**src/motion_serial_pkg.sv**
```systemverilog
// shared constants and types for the host link and the driver-chain serial port
package motion_serial_pkg;
    // host datagram layout
    localparam int DGRAM_BITS = 32;
    localparam int DATA_BITS = 24;
    localparam int STATUS_BITS = 8;
    localparam int SEL_BIT = 31;
    localparam int ADDR_HI = 30;
    localparam int ADDR_LO = 25;
    localparam int RW_BIT = 24;
    localparam int ADDR_W = ADDR_HI - ADDR_LO + 1;
    localparam int CNT_W = 6;
    // header positions while only the first byte has arrived
    localparam int HDR_SEL = SEL_BIT - RW_BIT;
    localparam int HDR_ADDR_HI = ADDR_HI - RW_BIT;
    localparam int HDR_ADDR_LO = ADDR_LO - RW_BIT;
    localparam int HDR_RW = 0;
    // reply status byte positions
    localparam int ST_IRQ = 7;
    localparam int ST_COVER = 6;
    // chain configuration table
    localparam int CFG_ENTRIES = 64;
    localparam int CFG_W = 6;
    localparam int CODE_W = 5;
    localparam int NEXT_MOTOR_FLAG = 5;
    localparam int CFG_AREA_BIT = 5;
    localparam int ODD_LO = 8;
    localparam int IDX_W = 7;
    localparam int MOTORS = 3;
    localparam int CODE_SPACE = 32;
    localparam int COVER_LEN_W = 5;
    // driver-chain half period in system clocks
    localparam int HALF_W = 9;
    localparam logic [HALF_W-1:0] HALF_MIN = 9'h008;
    localparam logic [HALF_W-1:0] HALF_MAX = 9'h100;
    localparam logic [HALF_W-1:0] HALF_DEF = 9'h010;
    // host pin synchroniser reset: select high, clock high, data low
    localparam logic [2:0] PIN_RESET = 3'h6;
    // chain sequencer states
    typedef enum logic [2:0] {
        CH_IDLE,
        CH_SETUP,
        CH_FETCH,
        CH_LOW,
        CH_HIGH,
        CH_HOLD,
        CH_GAP
    } chain_state_t;
endpackage

```
**src/bit_sync.sv**
```systemverilog
// two-flop synchroniser for a group of asynchronous pins
`timescale 1ns/1ps
`default_nettype none
module bit_sync #(
    parameter int WIDTH = 3,
    parameter logic [WIDTH-1:0] RESET_VAL = '0
) (
    input wire logic clock_i,
    input wire logic srst_i,
    input wire logic [WIDTH-1:0] d_i,
    output logic [WIDTH-1:0] q_o
);
    logic [WIDTH-1:0] meta_reg; // first stage, read only by q_o

    // two flops per bit, constant reset value
    always_ff @(posedge clock_i) begin
        if (srst_i) begin
            meta_reg <= RESET_VAL;
            q_o <= RESET_VAL;
        end else begin
            meta_reg <= d_i;
            q_o <= meta_reg;
        end
    end
endmodule
`default_nettype wire

```
**src/chain_clock_gen.sv**
```systemverilog
// half-period tick divider for the driver-chain serial clock
`timescale 1ns/1ps
`default_nettype none
module chain_clock_gen (
    input wire logic clock_i,
    input wire logic srst_i,
    input wire logic en_i,
    input wire logic [motion_serial_pkg::HALF_W-1:0] half_i,
    output logic tick_o
);
    import motion_serial_pkg::*;

    logic [HALF_W-1:0] cnt_reg; // cycles spent in the current phase
    logic [HALF_W-1:0] half_eff; // clamped phase length

    // zero selects the default, others are held within the legal range
    assign half_eff = (half_i == '0) ? HALF_DEF : (half_i < HALF_MIN) ? HALF_MIN :
                      (half_i > HALF_MAX) ? HALF_MAX : half_i;
    assign tick_o = en_i && (cnt_reg == half_eff - 9'h001);

    // counter restarts whenever the phase ends or the sequencer pauses
    always_ff @(posedge clock_i) begin
        if (srst_i || !en_i || tick_o) begin
            cnt_reg <= '0;
        end else begin
            cnt_reg <= cnt_reg + 9'h001;
        end
    end

    a_phase_min_len: assert property (@(posedge clock_i) disable iff (srst_i)
        (en_i && cnt_reg == '0) |-> !tick_o [*7])
        else $error("chain phase shorter than eight clocks");
    a_phase_default: assert property (@(posedge clock_i) disable iff (srst_i)
        (en_i && half_i == '0 && cnt_reg == 9'h00F) |-> tick_o)
        else $error("default chain phase is not sixteen clocks");
endmodule
`default_nettype wire

```
**src/motion_ctrl_serial_ports.sv**
```systemverilog
// host serial slave and autonomous driver-chain serial master
`timescale 1ns/1ps
`default_nettype none
module motion_ctrl_serial_ports (
    input wire logic clock_i,
    input wire logic srst_i,
    input wire logic host_select_n_i,
    input wire logic host_sclk_i,
    input wire logic host_sdi_i,
    output logic host_serial_out_o,
    output logic access_o,
    output logic ram_or_register_select_o,
    output logic [motion_serial_pkg::ADDR_W-1:0] addr_o,
    output logic read_o,
    output logic [motion_serial_pkg::DATA_BITS-1:0] wr_data_o,
    input wire logic [motion_serial_pkg::DATA_BITS-1:0] rd_data_i,
    input wire logic irq_i,
    input wire logic [motion_serial_pkg::MOTORS-1:0] ref_switch_status_i,
    input wire logic [motion_serial_pkg::MOTORS-1:0] at_target_i,
    input wire logic [motion_serial_pkg::MOTORS-1:0] ref_irq_en_i,
    input wire logic [motion_serial_pkg::MOTORS-1:0] target_irq_en_i,
    input wire logic [motion_serial_pkg::MOTORS*motion_serial_pkg::CODE_SPACE-1:0] primary_bits_i,
    input wire logic send_request_i,
    input wire logic continuous_i,
    input wire logic [1:0] last_driver_index_i,
    input wire logic [motion_serial_pkg::HALF_W-1:0] chain_half_period_i,
    input wire logic chain_select_pol_i,
    input wire logic chain_clock_pol_i,
    input wire logic cover_write_i,
    input wire logic [motion_serial_pkg::DATA_BITS-1:0] cover_word_i,
    input wire logic [motion_serial_pkg::CFG_W-1:0] cover_pos_i,
    input wire logic [motion_serial_pkg::COVER_LEN_W-1:0] cover_len_i,
    output logic cover_pending_o,
    output logic chain_select_n_o,
    output logic chain_sclk_o,
    output logic chain_serial_out_o
);
    import motion_serial_pkg::*;

    // true when the address falls in the chain configuration table
    function automatic logic cfg_hit(input logic sel, input logic [ADDR_W-1:0] addr);
        cfg_hit = sel && !addr[CFG_AREA_BIT];
    endfunction

    // ---------------- host link ----------------
    logic [2:0] pins_s; // synchronised select, clock, data
    logic cs_d_reg; // select one cycle earlier
    logic sck_d_reg; // clock one cycle earlier
    logic [DGRAM_BITS-1:0] rx_reg; // request shift register
    logic [CNT_W-1:0] rx_cnt_reg; // bits received this frame
    logic hdr_done_reg; // first byte just completed
    logic [DGRAM_BITS-1:0] reply_reg; // reply word being sent
    logic [5:0] out_idx_reg; // falls still to come, 32 before the first fall
    logic [CFG_W-1:0] cfg_mem [CFG_ENTRIES]; // chain configuration table

    // host pins pass two flops before any edge logic
    bit_sync #(.WIDTH(3), .RESET_VAL(PIN_RESET)) u_pin_sync (
        .clock_i(clock_i),
        .srst_i(srst_i),
        .d_i({host_select_n_i, host_sclk_i, host_sdi_i}),
        .q_o(pins_s)
    );

    wire cs_s = pins_s[2];
    wire sck_s = pins_s[1];
    wire sdi_s = pins_s[0];
    wire cs_fall = !cs_s && cs_d_reg;
    wire cs_rise = cs_s && !cs_d_reg;
    wire sck_rise = sck_s && !sck_d_reg && !cs_s;
    wire sck_fall = !sck_s && sck_d_reg && !cs_s;

    // first-byte header fields
    wire h_sel = rx_reg[HDR_SEL];
    wire [ADDR_W-1:0] h_addr = rx_reg[HDR_ADDR_HI:HDR_ADDR_LO];
    wire h_read = rx_reg[HDR_RW];
    wire h_cfg = cfg_hit(h_sel, h_addr);
    // full-frame fields
    wire f_sel = rx_reg[SEL_BIT];
    wire [ADDR_W-1:0] f_addr = rx_reg[ADDR_HI:ADDR_LO];
    wire f_write = (rx_cnt_reg == CNT_W'(DGRAM_BITS)) && !rx_reg[RW_BIT];
    wire f_cfg = cfg_hit(f_sel, f_addr);
    wire frame_end = cs_rise && f_write;
    wire [CFG_W-1:0] even_idx = {h_addr[CODE_W-1:0], 1'b0};
    wire [CFG_W-1:0] wr_even = {f_addr[CODE_W-1:0], 1'b0};
    wire [DATA_BITS-1:0] cfg_rd = {10'h000, cfg_mem[even_idx | 6'h01], 2'h0, cfg_mem[even_idx]};

    // interrupt level from the status sources
    wire irq_level = irq_i || |(ref_switch_status_i & ref_irq_en_i) ||
                     |(at_target_i & target_irq_en_i);
    logic cover_status; // cover waiting or in flight
    wire [STATUS_BITS-1:0] status = {irq_level, cover_status,
        ref_switch_status_i[2], at_target_i[2], ref_switch_status_i[1], at_target_i[1],
        ref_switch_status_i[0], at_target_i[0]};

    // edge history of the synchronised pins
    always_ff @(posedge clock_i) begin
        if (srst_i) begin
            cs_d_reg <= 1'b1;
            sck_d_reg <= 1'b1;
        end else begin
            cs_d_reg <= cs_s;
            sck_d_reg <= sck_s;
        end
    end

    // request bits enter on the rising host clock, msb first
    always_ff @(posedge clock_i) begin
        if (srst_i || cs_fall) begin
            rx_reg <= '0;
            rx_cnt_reg <= '0;
        end else if (sck_rise) begin
            rx_reg <= {rx_reg[DGRAM_BITS-2:0], sdi_s};
            rx_cnt_reg <= (rx_cnt_reg == '1) ? rx_cnt_reg : rx_cnt_reg + 6'h01;
        end
    end

    // header completes after the eighth rising edge
    always_ff @(posedge clock_i) begin
        if (srst_i) begin
            hdr_done_reg <= 1'b0;
        end else begin
            hdr_done_reg <= sck_rise && (rx_cnt_reg == CNT_W'(STATUS_BITS - 1));
        end
    end

    // outside accesses: reads after the header, writes at frame end
    always_ff @(posedge clock_i) begin
        if (srst_i) begin
            access_o <= 1'b0;
            read_o <= 1'b0;
            ram_or_register_select_o <= 1'b0;
            addr_o <= '0;
            wr_data_o <= '0;
        end else if (hdr_done_reg && h_read && !h_cfg) begin
            access_o <= 1'b1;
            read_o <= 1'b1;
            ram_or_register_select_o <= h_sel;
            addr_o <= h_addr;
        end else if (frame_end && !f_cfg) begin
            access_o <= 1'b1;
            read_o <= 1'b0;
            ram_or_register_select_o <= f_sel;
            addr_o <= f_addr;
            wr_data_o <= rx_reg[DATA_BITS-1:0];
        end else begin
            access_o <= 1'b0;
        end
    end

    // reply: status on select fall, read data once available
    always_ff @(posedge clock_i) begin
        if (srst_i) begin
            reply_reg <= '0;
        end else if (cs_fall) begin
            reply_reg <= {status, 24'h000000};
        end else if (hdr_done_reg && h_read && h_cfg) begin
            reply_reg[DATA_BITS-1:0] <= cfg_rd;
        end else if (access_o && read_o) begin
            reply_reg[DATA_BITS-1:0] <= rd_data_i;
        end
    end

    // reply bit index steps on each falling host clock, the first fall shows bit 31
    always_ff @(posedge clock_i) begin
        if (srst_i || cs_fall) begin
            out_idx_reg <= 6'h20;
        end else if (sck_fall && out_idx_reg != '0) begin
            out_idx_reg <= out_idx_reg - 6'h01;
        end
    end
    wire [4:0] out_bit = (out_idx_reg == 6'h20) ? 5'h1F : out_idx_reg[4:0]; // bit 31 until the first fall

    // pin carries the reply in frames and the inverted interrupt otherwise
    always_ff @(posedge clock_i) begin
        if (srst_i) begin
            host_serial_out_o <= 1'b1;
        end else begin
            host_serial_out_o <= cs_s ? !irq_level : reply_reg[out_bit];
        end
    end

    // configuration table written as an even/odd pair
    always_ff @(posedge clock_i) begin
        if (srst_i) begin
            for (int i = 0; i < CFG_ENTRIES; i++) begin
                cfg_mem[i] <= '0;
            end
        end else if (frame_end && f_cfg) begin
            cfg_mem[wr_even] <= rx_reg[CFG_W-1:0];
            cfg_mem[wr_even | 6'h01] <= rx_reg[ODD_LO+CFG_W-1:ODD_LO];
        end
    end

    // ---------------- driver chain ----------------
    chain_state_t state_reg; // sequencer state
    chain_state_t state_next;
    logic [IDX_W-1:0] idx_reg; // table entry being read
    logic [1:0] motor_reg; // motor whose bits are emitted
    logic [IDX_W-1:0] bit_cnt_reg; // bits sent in this datagram
    logic send_pend_reg; // new micro-step data waiting
    logic cover_pend_reg; // cover written, not yet started
    logic cover_use_reg; // cover in the current datagram
    logic [DATA_BITS-1:0] cov_word_reg; // staged cover word
    logic [CFG_W-1:0] cov_pos_reg;
    logic [COVER_LEN_W-1:0] cov_len_reg;
    logic [DATA_BITS-1:0] act_word_reg; // cover word in flight
    logic [CFG_W-1:0] act_pos_reg;
    logic [COVER_LEN_W-1:0] act_len_reg;
    logic tick; // end of a timed phase

    wire [CFG_W-1:0] entry = cfg_mem[idx_reg[CFG_W-1:0]];
    wire flag = entry[NEXT_MOTOR_FLAG];
    wire [CODE_W-1:0] code = entry[CODE_W-1:0];
    wire [1:0] last_eff = (last_driver_index_i == 2'h3) ? 2'h2 : last_driver_index_i;
    wire table_end = idx_reg[IDX_W-1];
    wire prim_bit = primary_bits_i[{motor_reg, code}];
    wire [IDX_W-1:0] rel = bit_cnt_reg - {1'b0, act_pos_reg};
    wire in_cov = cover_use_reg && (bit_cnt_reg >= {1'b0, act_pos_reg}) &&
                  (rel < {2'b00, act_len_reg});
    wire [COVER_LEN_W-1:0] cov_idx = act_len_reg - 5'h01 - rel[COVER_LEN_W-1:0];
    wire bit_next = in_cov ? act_word_reg[cov_idx] : prim_bit;
    wire trigger = send_pend_reg || cover_pend_reg || continuous_i;
    wire start = (state_reg == CH_IDLE) && trigger;
    wire timed = (state_reg != CH_IDLE) && (state_reg != CH_FETCH);
    wire sel_active = (state_next != CH_IDLE) && (state_next != CH_GAP);

    chain_clock_gen u_chain_clk (
        .clock_i(clock_i),
        .srst_i(srst_i),
        .en_i(timed),
        .half_i(chain_half_period_i),
        .tick_o(tick)
    );

    // sequencer transitions
    always_comb begin
        state_next = state_reg;
        case (state_reg)
            CH_IDLE: if (trigger) state_next = CH_SETUP;
            CH_SETUP: if (tick) state_next = CH_FETCH;
            CH_FETCH: begin
                if (table_end || (flag && motor_reg == last_eff)) begin
                    state_next = CH_HOLD;
                end else if (!flag) begin
                    state_next = CH_LOW;
                end
            end
            CH_LOW: if (tick) state_next = CH_HIGH;
            CH_HIGH: if (tick) state_next = CH_FETCH;
            CH_HOLD: if (tick) state_next = CH_GAP;
            CH_GAP: if (tick) state_next = CH_IDLE;
            default: state_next = CH_IDLE;
        endcase
    end

    always_ff @(posedge clock_i) begin
        if (srst_i) begin
            state_reg <= CH_IDLE;
        end else begin
            state_reg <= state_next;
        end
    end

    // table walk: entry index, motor index, bit count
    always_ff @(posedge clock_i) begin
        if (srst_i || state_reg == CH_IDLE) begin
            idx_reg <= '0;
            motor_reg <= '0;
            bit_cnt_reg <= '0;
        end else if (state_reg == CH_FETCH && !table_end) begin
            idx_reg <= idx_reg + 7'h01;
            if (flag && motor_reg != last_eff) begin
                motor_reg <= motor_reg + 2'h1;
            end
        end else if (state_reg == CH_HIGH && tick) begin
            bit_cnt_reg <= bit_cnt_reg + 7'h01;
        end
    end

    // demand flag: a new request wins over the clear at start
    always_ff @(posedge clock_i) begin
        if (srst_i) begin
            send_pend_reg <= 1'b0;
        end else if (send_request_i) begin
            send_pend_reg <= 1'b1;
        end else if (start) begin
            send_pend_reg <= 1'b0;
        end
    end

    // cover staging, pending and in-flight tracking
    always_ff @(posedge clock_i) begin
        if (srst_i) begin
            cover_pend_reg <= 1'b0;
            cover_use_reg <= 1'b0;
            cov_word_reg <= '0;
            cov_pos_reg <= '0;
            cov_len_reg <= '0;
            act_word_reg <= '0;
            act_pos_reg <= '0;
            act_len_reg <= '0;
        end else begin
            if (cover_write_i) begin
                cover_pend_reg <= 1'b1;
                cov_word_reg <= cover_word_i;
                cov_pos_reg <= cover_pos_i;
                cov_len_reg <= cover_len_i;
            end else if (start) begin
                cover_pend_reg <= 1'b0;
            end
            if (start) begin
                cover_use_reg <= cover_pend_reg;
                act_word_reg <= cov_word_reg;
                act_pos_reg <= cov_pos_reg;
                act_len_reg <= cov_len_reg;
            end else if (state_reg == CH_GAP && tick) begin
                cover_use_reg <= 1'b0;
            end
        end
    end

    assign cover_status = cover_pend_reg || cover_use_reg;

    // chain pins, select and clock with programmable polarity
    always_ff @(posedge clock_i) begin
        if (srst_i) begin
            chain_select_n_o <= 1'b1;
            chain_sclk_o <= 1'b1;
            chain_serial_out_o <= 1'b0;
            cover_pending_o <= 1'b0;
        end else begin
            chain_select_n_o <= !(sel_active ^ chain_select_pol_i);
            chain_sclk_o <= (state_next != CH_LOW) ^ chain_clock_pol_i;
            cover_pending_o <= cover_status;
            if (state_reg == CH_FETCH && !table_end && !flag) begin
                chain_serial_out_o <= bit_next;
            end
        end
    end

    // ---------------- checks ----------------
    a_sync_edge: assert property (@(posedge clock_i) disable iff (srst_i)
        sck_rise |-> ($past(host_sclk_i, 2) && !$past(host_sclk_i, 3)))
        else $error("host clock edge seen without two-flop delay");
    a_status_byte: assert property (@(posedge clock_i) disable iff (srst_i)
        cs_fall |=> reply_reg[DGRAM_BITS-1:DATA_BITS] == $past(status))
        else $error("reply status byte wrong");
    a_idle_irq_out: assert property (@(posedge clock_i) disable iff (srst_i)
        (cs_s && $past(cs_s)) |=> host_serial_out_o == !$past(irq_level))
        else $error("idle output is not the inverted interrupt");
    a_read_data: assert property (@(posedge clock_i) disable iff (srst_i)
        (access_o && read_o) |=> reply_reg[DATA_BITS-1:0] == $past(rd_data_i))
        else $error("read data not placed in the reply");
    a_read_issue: assert property (@(posedge clock_i) disable iff (srst_i)
        (hdr_done_reg && h_read && !h_cfg) |=> (access_o && read_o && addr_o == $past(h_addr)))
        else $error("read request not issued after header");
    a_write_only: assert property (@(posedge clock_i) disable iff (srst_i)
        (access_o && !read_o) |-> (!rx_reg[RW_BIT] && wr_data_o == rx_reg[DATA_BITS-1:0]))
        else $error("write issued for a read request");
    a_cover_held: assert property (@(posedge clock_i) disable iff (srst_i)
        cover_write_i |=> cover_status [*2])
        else $error("cover pending dropped before sending");
    a_motor_limit: assert property (@(posedge clock_i) disable iff (srst_i)
        (state_reg != CH_IDLE) |-> motor_reg <= last_eff)
        else $error("motor index passed the last driver");
    a_fetch_step: assert property (@(posedge clock_i) disable iff (srst_i)
        (state_reg == CH_FETCH && !table_end && !flag) |=>
        (state_reg == CH_LOW && idx_reg == $past(idx_reg) + 7'h01))
        else $error("code entry not emitted in table order");
    a_idle_select: assert property (@(posedge clock_i) disable iff (srst_i)
        (state_reg == CH_IDLE && $past(state_reg) == CH_IDLE) |->
        chain_select_n_o == !$past(chain_select_pol_i))
        else $error("chain select not inactive while idle");
endmodule
`default_nettype wire

```
**config.mk**
```make
export PLATFORM = sky130hd
export DESIGN_NAME = motion_ctrl_serial_ports
export DESIGN_NICKNAME = d
export VERILOG_FILES = /design/src/motion_serial_pkg.sv /design/src/bit_sync.sv /design/src/chain_clock_gen.sv /design/src/motion_ctrl_serial_ports.sv
export SDC_FILE = /design/constraint.sdc
export NUM_CORES = 1
export LEC_CHECK = 0
export BUFFER_PORTS_ARGS = -buffer_cell sky130_fd_sc_hd__buf_2
export CORE_UTILIZATION = 40
export CTS_CLUSTER_DIAMETER = 150
export DETAILED_ROUTE_END_ITERATION = 8
export RECOVER_POWER = 100
export REMOVE_ABC_BUFFERS = 1
export SLEW_MARGIN = 15
export SYNTH_ARGS = -nofsm -noshare
export SYNTH_HDL_FRONTEND = slang
export SYNTH_SLANG_ARGS = --single-unit
export TNS_END_PERCENT = 100
```
**constraint.sdc**
```tcl
create_clock -name clock_i -period 4.8 [get_ports clock_i]
set_input_delay 1.2 -clock clock_i [delete_from_list [all_inputs] [get_ports clock_i]]
set_output_delay 1.2 -clock clock_i [all_outputs]
set_load 0.01 [all_outputs]
```
==> out/qor.csv, run 1 <==
metric,value,unit
status,"finished, violations left",
violations,"max-capacitance violations, max-slew violations",
crit_fanout,27,
cp_top_family,simple AND/OR/NAND/NOR gates,
tightest_slew,2.10,ns
min_path_cells,1,
io_pins,227,
die_y,284,um
nets,2978,
cp-start-kind,input port,
worstSetupEndpointType,register,
fin_crit_sh,88.7,%
cts_buffers,67,
worstPathArrival,4.48,ns
n_antenna_cell,0,
final_hold_viol_count,0,
dp_hpwl,60.6,mm
clock_skew,0.0391,ns
crit_type,input port to register,
p_per_area,333,nW/um^2
antenna_found_initial,0,
die_area,80800,um^2
ys_seq_area_share,51.0,%
rsz0062_at_grt,false,
cts_max_level,3,
drc,0,
wl_per_cell,22.7,um
dp_slack,0.202,ns
worstRegToRegCells,9,
synth_largest_area_cell,edfxtp_1,
ant_nets,0,
syn_avg_cell_area,12.2,um^2
ys_warn_count,0,
required,5.03,ns
setup_viol,0,
portBuffers,226,
synthTopCellsByCount,"and2_1 (390), edfxtp_1 (384), nand2_1 (291), dfxtp_1 (235), mux4_2 (224)",
drt_iter0_drc,1626,
cts_tree,yes,
p_leak,0.0122,uW
synth_seq_cells,619,
synth-async-reset-ratio,0,%
slowest_stage,or2_0,
clk_pin_slew,0.06,ns
cts_buffer_depth,3,
synth.top_cell.area_share,36.2,%
largest_register_ffs,384,
cts-root-buf,clkbuf_16,
p_int,9310,uW
postSynthCellCount,2619,
grt_pass1_vias,21686,
grt_pass1_wl,134,mm
ys_types,79,
cp_slowest_stage_delay,0.90,ns
crit_path_frequent_cell,clkbuf_1,
worst_slack,0.544,ns
hold_class,register to register,
cp_cell_sequence,"clkbuf_1, nor3_1, nand3_1, nor2_1, clkbuf_1, or2_0",
slew_headroom,-39.8,%
pwr-share-seq,49.3,%
power.share.combinational,6.2,%
drt_first_pass_iters,5,
p_clk_share,44.5,%
postCtsSetupBuffers,0,
drv_cap,3,
coreArea,78900,um^2
cts_sinks,619,
viasPerCell,5.59,
wirelength,87.6,mm
nFillCells,7168,
total_power,12000,uW
ir_drop,0.000204,V
overflow,0,
p_sw_share,22.6,%
p_sw,2720,uW
holdBufCountCts,0,
netlist_area,31900,um^2
grt_max_degree,105,
max_freq,235,MHz
synth_enable_flop_cells,384,
syn_to_final_growth,13.3,%
die_w,284,um
rows,103,
crit_buf_inv,2,
initial_utilization,40.4,%
synthFlopType,edfxtp_1,
period_minus_slack,4.26,ns
synth_top_cells_by_area,"edfxtp_1 (36%), mux4_2 (16%), dfxtp_1 (15%), and2_1 (7.7%), mux2i_1 (3.9%)",
drv_slew,142,
post_cts_resized,0,
gp_congestion,0.876,
vias,21639,
drive_gt1_share,21.0,%
cp_num_cells,6,
synth_most_common_cell,and2_1,
insertion_delay,0.62,ns
track_usage,21.6,%
[through the flow]
stage	TNS, ns	area (um^2)	cells	hold WS, ns	utilization, %
3_3_place_gp	0	34100	3746	0.395	43.2
4_1_cts	0	36300	3868	0.414	46.0
6_report	0	36100	3868	0.412	45.8
2_1_floorplan	-16.42	30800	2389	0.389	-
5_1_grt	0	36100	3868	0.435	45.8
3_5_place_dp	0	34100	3746	0.399	43.2
[placed cells by master, fill, tap and decap left out, drive strengths merged, types with 13 or more instances in the layout]
| master | synthesis | routed |
|---|---|---|
| mux2i | 124 | 124 |
| clkbuf | 176 | 170 |
| xor2 | 25 | 25 |
| nand3 | 28 | 28 |
| nor2b | 39 | 39 |
| a21oi | 146 | 146 |
| ha | 22 | 22 |
| nand4 | 14 | 14 |
| and2 | 391 | 391 |
| inv | 29 | 33 |
| or2 | 40 | 40 |
| mux2 | 13 | 13 |
| nor3 | 19 | 19 |
| xnor2 | 16 | 16 |
| o21ai | 26 | 26 |
| nand2 | 292 | 292 |
| mux4 | 237 | 237 |
| dfxtp | 235 | 235 |
| a211oi | 30 | 30 |
| clkinv | 0 | 18 |
| nor2 | 141 | 141 |
| buf | 54 | 229 |
| nand2b | 16 | 16 |
| edfxtp | 384 | 384 |
[final cells by class]
class                   instances  area (um^2)  area share [%]
flip-flops and latches        619        16300            45.0
clock buffers                  92         1840            5.10
repair buffers                307         1660            4.59
clock inverters                30          419            1.16
well taps                    1050         1310            3.64
inverters                      29          109           0.301
multi-input cells            1741        14500            40.2
[kinds of logic after synthesis]
kind of cell,Yosys count,synth area share (%)
simple gates,1028,16.9
flops,619,51.0
mux,374,21.3
compound gates,274,5.26
buf+inv,259,3.55
xor+xnor,41,1.13
fa+ha+maj,24,0.989
[layer usage]
layer	share of wire (%)	wire (um)	up-vias	track usage [%]
met5	0	0	-	0
met2	49	42800	747	35.7
met3	6.7	5880	116	4.28
li1	-	-	9835	-
met4	3.1	2700	0	7.67
met1	41	36200	10941	28.1
[worst paths after layout]
kind / from / to / slack (ns)
worst max-delay path: srst_i / cfg_mem[23][1] / 0.54
worst min-delay path: u_pin_sync.meta_reg[2] / u_pin_sync.q_o[2] / 0.41
worst max register to register: rx_cnt_reg[0] / cfg_mem[23][1] / 0.56
worst min register to register: u_pin_sync.meta_reg[2] / u_pin_sync.q_o[2] / 0.41
[power groups by stage]
stage | clock network [uW] | logic, uW | registers (uW)
finish | 5350 | 745 | 5940
global route | 5650 | 808 | 5960
global placement | 0 | 743 | 6030
detailed placement | 0 | 754 | 6050
floorplan | 0 | 462 | 6000
CTS | 5450 | 758 | 5930
No activity file was read; power rests on OpenSTA's default activity.
==> run 2: changes to the inputs <==
--- a/config.mk
+++ b/config.mk
@@ -14,5 +14,6 @@
 export SLEW_MARGIN = 15
 export SYNTH_ARGS = -nofsm -noshare
 export SYNTH_HDL_FRONTEND = slang
+export SYNTH_HIERARCHICAL = 1
 export SYNTH_SLANG_ARGS = --single-unit
 export TNS_END_PERCENT = 100
==> out/qor.csv, run 2 <==
metric,value,unit,change
coreArea,79100,um^2,+0.33%
nets,3042,,+2.1%
synth-async-reset-ratio,0,%,unchanged
synth_largest_area_cell,edfxtp_1,,
die_y,285,um,+0.28%
cts_sinks,619,,unchanged
synth_top_family_by_area,multiplexers,,
clock_skew,0.0260,ns,-0.0131 ns
postCtsSetupBuffers,0,,unchanged
track_usage,22.8,%,+1.2 points
syn_to_final_growth,13.1,%,
pwr-share-seq,51.0,%,+1.7 points
synth.top_cell.area_share,36.0,%,-0.20 points
overflow,0,,unchanged
synth-compound-area-share,5.81,%,+0.55 points
wirelength,93.6,mm,+6.8%
io_pins,227,,unchanged
p_clk_share,42.7,%,-1.8 points
synthTopCellsByCount,"and2_1 (389), edfxtp_1 (384), nand2_1 (299), dfxtp_1 (235), mux4_2 (209)",,
wl_met2,45.1,mm,+5.3%
synthMuxAreaShare,20.6,%,-0.63 points
max_freq,224,MHz,-4.8%
ir_drop,0.000182,V,-11%
syn_avg_cell_area,12.1,um^2,-0.88%
die_area,81200,um^2,+0.56%
holdBufCountCts,0,,unchanged
ys_types,84,,+6.3%
setup_viol,0,,unchanged
required,5.08,ns,+0.05 ns
viasPerCell,5.66,,+1.1%
violations,"max-capacitance violations, max-slew violations",,
nFillCells,7067,,-1.4%
multi_input_area,14700,um^2,+1.1%
wl_per_cell,23.8,um,+5.0%
p_sw_share,23.0,%,+0.35 points
post-route-util,45.8,%,about the same
fin_crit_sh,93.1,%,+4.5 points
synth_top_cells_by_area,"edfxtp_1 (36%), mux4_2 (15%), dfxtp_1 (15%), and2_1 (7.6%), mux2i_1 (3.8%)",,
crit_type,input port to register,,
highest_layer,met5,,
ant_nets,0,,unchanged
synth_xor_area_share,1.09,%,-0.034 points
crit_fanout,62,,+130%
final_common_cell,edfxtp_1,,
p_per_area,321,nW/um^2,-3.6%
initial_utilization,40.5,%,+0.093 points
dp_slack,-0.127,ns,-0.328 ns
slew_headroom,-93.8,%,-54 points
vias,22244,,+2.8%
netlist_area,32000,um^2,+0.56%
synth-simple-area-share,17.2,%,+0.37 points
cts-root-buf,clkbuf_16,,
rsz0062_at_grt,false,,
p_leak,0.0124,uW,+0.91%
insertion_delay,0.62,ns,about the same
final_hold_viol_count,0,,unchanged
period_minus_slack,4.47,ns,+0.215 ns
ys_warn_count,6,,+6
die_w,285,um,+0.28%
ys_seq_area_share,50.7,%,-0.28 points
route.met3.wl,6.54,mm,+11%
status,"finished, violations left",,
synthAdderAreaFrac,0.945,%,-0.045 points
drive_gt1_share,22.4,%,+1.4 points
post_cts_resized,0,,unchanged
drt_iter0_drc,2012,,+24%
drc,0,,unchanged
worstRegToRegCells,9,,unchanged
p_int,8970,uW,-3.7%
total_power,11600,uW,-3.2%
largest_register_ffs,384,,unchanged
regArea,16300,um^2,about the same
synthFlopType,edfxtp_1,,
cts_tree,yes,,
clk_pin_slew,0.06,ns,about the same
worstSetupEndpointType,register,,
grt_max_degree,63,,-40%
cts_buffers,68,,+1.5%
worst_slack,0.329,ns,-0.215 ns
p_sw,2670,uW,-1.7%
synth_most_common_cell,and2_1,,
rows,103,,unchanged
worstPathArrival,4.75,ns,+0.27 ns
portBuffers,226,,unchanged
grt_pass1_wl,140,mm,+5.0%
grt_pass1_vias,22207,,+2.4%
antenna_found_initial,3,,+3
drt_first_pass_iters,6,,+1
min_path_cells,1,,unchanged
dp_hpwl,65.4,mm,+7.9%
cp-start-kind,input port,,
final_cell_mix,"edfxtp_1 (384), nand2_1 (299), dfxtp_1 (223)",,
synth_enable_flop_cells,384,,unchanged
drv_slew,63,,-56%
synth_seq_cells,619,,unchanged
hold_class,register to register,,
met1Wirelength,38.7,mm,+6.8%
setup-tns-final,0,ns,unchanged
drv_cap,1,,-2
postSynthCellCount,2657,,+1.5%
cts_buffer_depth,3,,unchanged
tightest_slew,2.91,ns,+0.810 ns
cts_max_level,3,,unchanged
power.share.combinational,6.2,%,about the same
gp_congestion,0.933,,+6.5%
-- run 2: cell types whose count changed after synthesis, sizes merged, moves of 7 or more --
cell,change
mux2,+25
clkbuf,-15
nand2,+7
buf,+8
nor2b,-7
nand3,-11
nor3b,+7
nor3,+8
nor2,+8
mux4,-18
-- run 2: layout make-up --
| type | count | share of cell area (%) |
|---|---|---|
| antenna | 1 | 0.00691 |
| clock buffer | 95 | 5.34 |
| clock inverter | 26 | 0.445 |
| inverter | 30 | 0.311 |
| multi-input combinational | 1785 | 40.5 |
| sequential | 619 | 44.9 |
| tap | 1050 | 3.63 |
| timing repair buffer | 326 | 4.94 |
-- run 2: layer usage --
metal / global-route usage [%] / vias to the layer above
met1: 30.0 / 11185
met3: 3.37 / 138
met2: 38.0 / 897
met4: 8.44 / 2
met5: 0 / -
li1: - / 10022
-- run 2: power by group through the flow --
stage	Sequential [uW]	Clock, uW	Combinational (uW)
floorplan	6000	0	424
global placement	6040	0	716
detailed placement	6050	0	729
CTS	5940	5060	732
global route	5960	5260	778
finish	5940	4980	726
-- run 2: path summary, 6_finish.rpt --
check	to	start	slack, ns
worst max-delay path	cfg_mem[52][0]	srst_i	0.33
worst min-delay path	u_pin_sync/q_o[1]	u_pin_sync/meta_reg[1]	0.40
worst max register to register	cfg_mem[18][1]	rx_cnt_reg[0]	0.62
worst min register to register	u_pin_sync/q_o[1]	u_pin_sync/meta_reg[1]	0.40
-- run 2: logic make-up (layout without fill, tap and decap cells) --
group | Yosys count | count (layout)
compound gates | 292 | 292
xor+xnor | 40 | 40
fa+ha+maj | 23 | 23
buf+inv | 253 | 477
flops | 619 | 619
mux | 378 | 378
other cells | 0 | 1
simple gates | 1052 | 1052
-- run 2: metrics by stage --
step / cell area [um^2] / hold WS [ns] / cells
2_1_floorplan: 31000 / 0.383 / 2434
3_3_place_gp: 34300 / 0.394 / 3810
3_5_place_dp: 34300 / 0.391 / 3810
4_1_cts: 36400 / 0.405 / 3931
5_1_grt: 36200 / 0.425 / 3931
6_report: 36200 / 0.404 / 3932
-- run 2: critical path, cell delays in order --
cell and delay [ns]:
clkbuf_1 0.21, clkbuf_1 2.08, buf_4 0.74, or2_2 0.45
==> run 3: changes to the inputs <==
--- a/config.mk
+++ b/config.mk
@@ -6,9 +6,11 @@
 export NUM_CORES = 1
 export LEC_CHECK = 0
 export BUFFER_PORTS_ARGS = -buffer_cell sky130_fd_sc_hd__buf_2
+export CORE_MARGIN = 2
 export CORE_UTILIZATION = 40
 export CTS_CLUSTER_DIAMETER = 150
 export DETAILED_ROUTE_END_ITERATION = 8
+export GPL_TIMING_DRIVEN = 0
 export RECOVER_POWER = 100
 export REMOVE_ABC_BUFFERS = 1
 export SLEW_MARGIN = 15
==> out/qor.csv, run 3 (synthesis gave the netlist of run 2 again) <==
metric,value,unit,change
viasPerCell,5.65,,-0.11%
insertion_delay,0.61,ns,about the same
die_w,287,um,+0.70%
total_power,11900,uW,+2.3%
grt_pass1_vias,21761,,-2.0%
cts_sinks,619,,unchanged
crit_fanout,9,,-85%
final_cell_mix,"edfxtp_1 (384), nand2_1 (299), and2_0 (259)",,
drv_slew,215,,+240%
tightest_slew,2.62,ns,-0.287 ns
drive_gt1_share,21.6,%,-0.83 points
violations,"max-capacitance violations, max-slew violations",,
cp-start-kind,input port,,
cts_max_level,3,,unchanged
die_y,287,um,+0.70%
cts_buffers,69,,+1.5%
slowest_stage,or3_1,,
vias,21842,,-1.8%
clk_pin_slew,0.06,ns,about the same
cp_num_cells,15,,+11
wirelength,91.8,mm,-1.9%
cp_slowest_stage_delay,0.42,ns,-1.66 ns
worstRegToRegCells,8,,-1
min_path_cells,1,,unchanged
drt_iter0_drc,1974,,-1.9%
required,5.31,ns,+0.23 ns
drv_cap,4,,+3
cts_tree,yes,,
worst_slack,0.147,ns,-0.182 ns
cts-root-buf,clkbuf_16,,
worstSetupEndpointType,register,,
die_area,82400,um^2,+1.4%
cp_top_family,simple AND/OR/NAND/NOR gates,,
nets,2973,,-2.3%
crit_path_frequent_cell,or3_1,,
largest_register_ffs,384,,unchanged
ir_drop,0.000184,V,+0.87%
coreArea,79100,um^2,unchanged
grt_pass1_wl,135,mm,-3.6%
cts_buffer_depth,3,,unchanged
rsz0062_at_grt,false,,
antenna_found_initial,0,,-3
rows,103,,unchanged
portBuffers,226,,unchanged
final_hold_viol_count,0,,unchanged
ant_nets,0,,unchanged
crit_type,input port to register,,
setup_viol,0,,unchanged
gp_congestion,0.934,,+0.17%
worstPathArrival,5.16,ns,+0.41 ns
n_antenna_cell,0,,-1
final_cells,3865,,-1.7%
dp_cells,3736,,-1.9%
hold_class,register to register,,
max_freq,215,MHz,-3.9%
fin_crit_sh,96.9,%,+3.8 points
drt_first_pass_iters,6,,unchanged
clock_skew,0.0218,ns,-0.00423 ns
io_pins,227,,unchanged
initial_utilization,40.5,%,unchanged
dp_hpwl,62.9,mm,-3.8%
track_usage,21.9,%,-0.86 points
cp_cell_sequence,"buf_2, or3_1, o311a_2, inv_1, ha_2, nor4b_4, mux2i_1, or3_1, a2111oi_1, nor4b_4, nand2_1, nor3_4, nand4_1, or3_1, a21oi_1",,
holdBufCountCts,0,,unchanged
crit_buf_inv,2,,-1
p_leak,0.0122,uW,-1.4%
dp_slack,-1.45,ns,-1.33 ns
overflow,0,,unchanged
p_per_area,329,nW/um^2,+2.3%
period_minus_slack,4.65,ns,+0.182 ns
drc,0,,unchanged
status,"finished, violations left",,
slew_headroom,-74.6,%,+19 points
final_common_cell,edfxtp_1,,
syn_to_final_growth,13.1,%,unchanged
wl_per_cell,23.8,um,-0.19%
grt_max_degree,106,,+68%
-- run 3: changes by cell type in the layout (fill, tap and decap cells not counted), sizes merged --
cell	change
inv	+1
buf	-36
diode	-1
clkbuf	-31
clkinv	-3
bufinv	+3
-- run 3: path summary, 6_finish.rpt --
path,startpoint,endpoint,slack [ns]
max reg2reg,rx_cnt_reg[0],cfg_mem[54][2],0.28
max,chain_half_period_i[5],bit_cnt_reg[5],0.15
min,u_pin_sync/meta_reg[2],u_pin_sync/q_o[2],0.41
min reg2reg,u_pin_sync/meta_reg[2],u_pin_sync/q_o[2],0.41
-- run 3: cell type report --
type / instances / area (um^2)
Inverter: 30 / 113
Tap cell: 1050 / 1310
Fill cell: 7124 / 42900
Sequential cell: 619 / 16300
Clock inverter: 27 / 206
Multi-Input combinational cell: 1785 / 14700
Timing Repair Buffer: 256 / 1640
Clock buffer: 98 / 2020
-- run 3: stage by stage --
step / util, % / area (um^2) / TNS (ns) / hold WS (ns)
4_1_cts: 45.9 / 36300 / 0 / 0.410
3_3_place_gp: 42.3 / 33400 / -804.69 / 0.389
2_1_floorplan: - / 31000 / -17.53 / 0.383
5_1_grt: 45.8 / 36200 / 0 / 0.436
3_5_place_dp: 43.1 / 34100 / -9.62 / 0.399
6_report: 45.8 / 36200 / 0 / 0.407
-- run 3: repair_timing --
item | in CTS | in global routing
endpoints found under the setup margin | 7 | 2
setup buffers | 1 | 3
pin swaps | 0 | 1
resized for setup | 2 | 1
-- run 3: metal layers --
metal / wire length, um / vias to the layer above / GRT usage (%)
met5: 0 / - / 0
met4: 3850 / 0 / 9.32
met3: 8010 / 161 / 4.76
met2: 43100 / 938 / 35.7
met1: 36800 / 10863 / 28.3
li1: - / 9880 / -
-- run 3: report_power, final --
| group | switching [uW] | internal, uW |
|---|---|---|
| clock | 2160 | 3090 |
| sequential | 109 | 5830 |
| combinational | 405 | 316 |
| total | 2670 | 9240 |
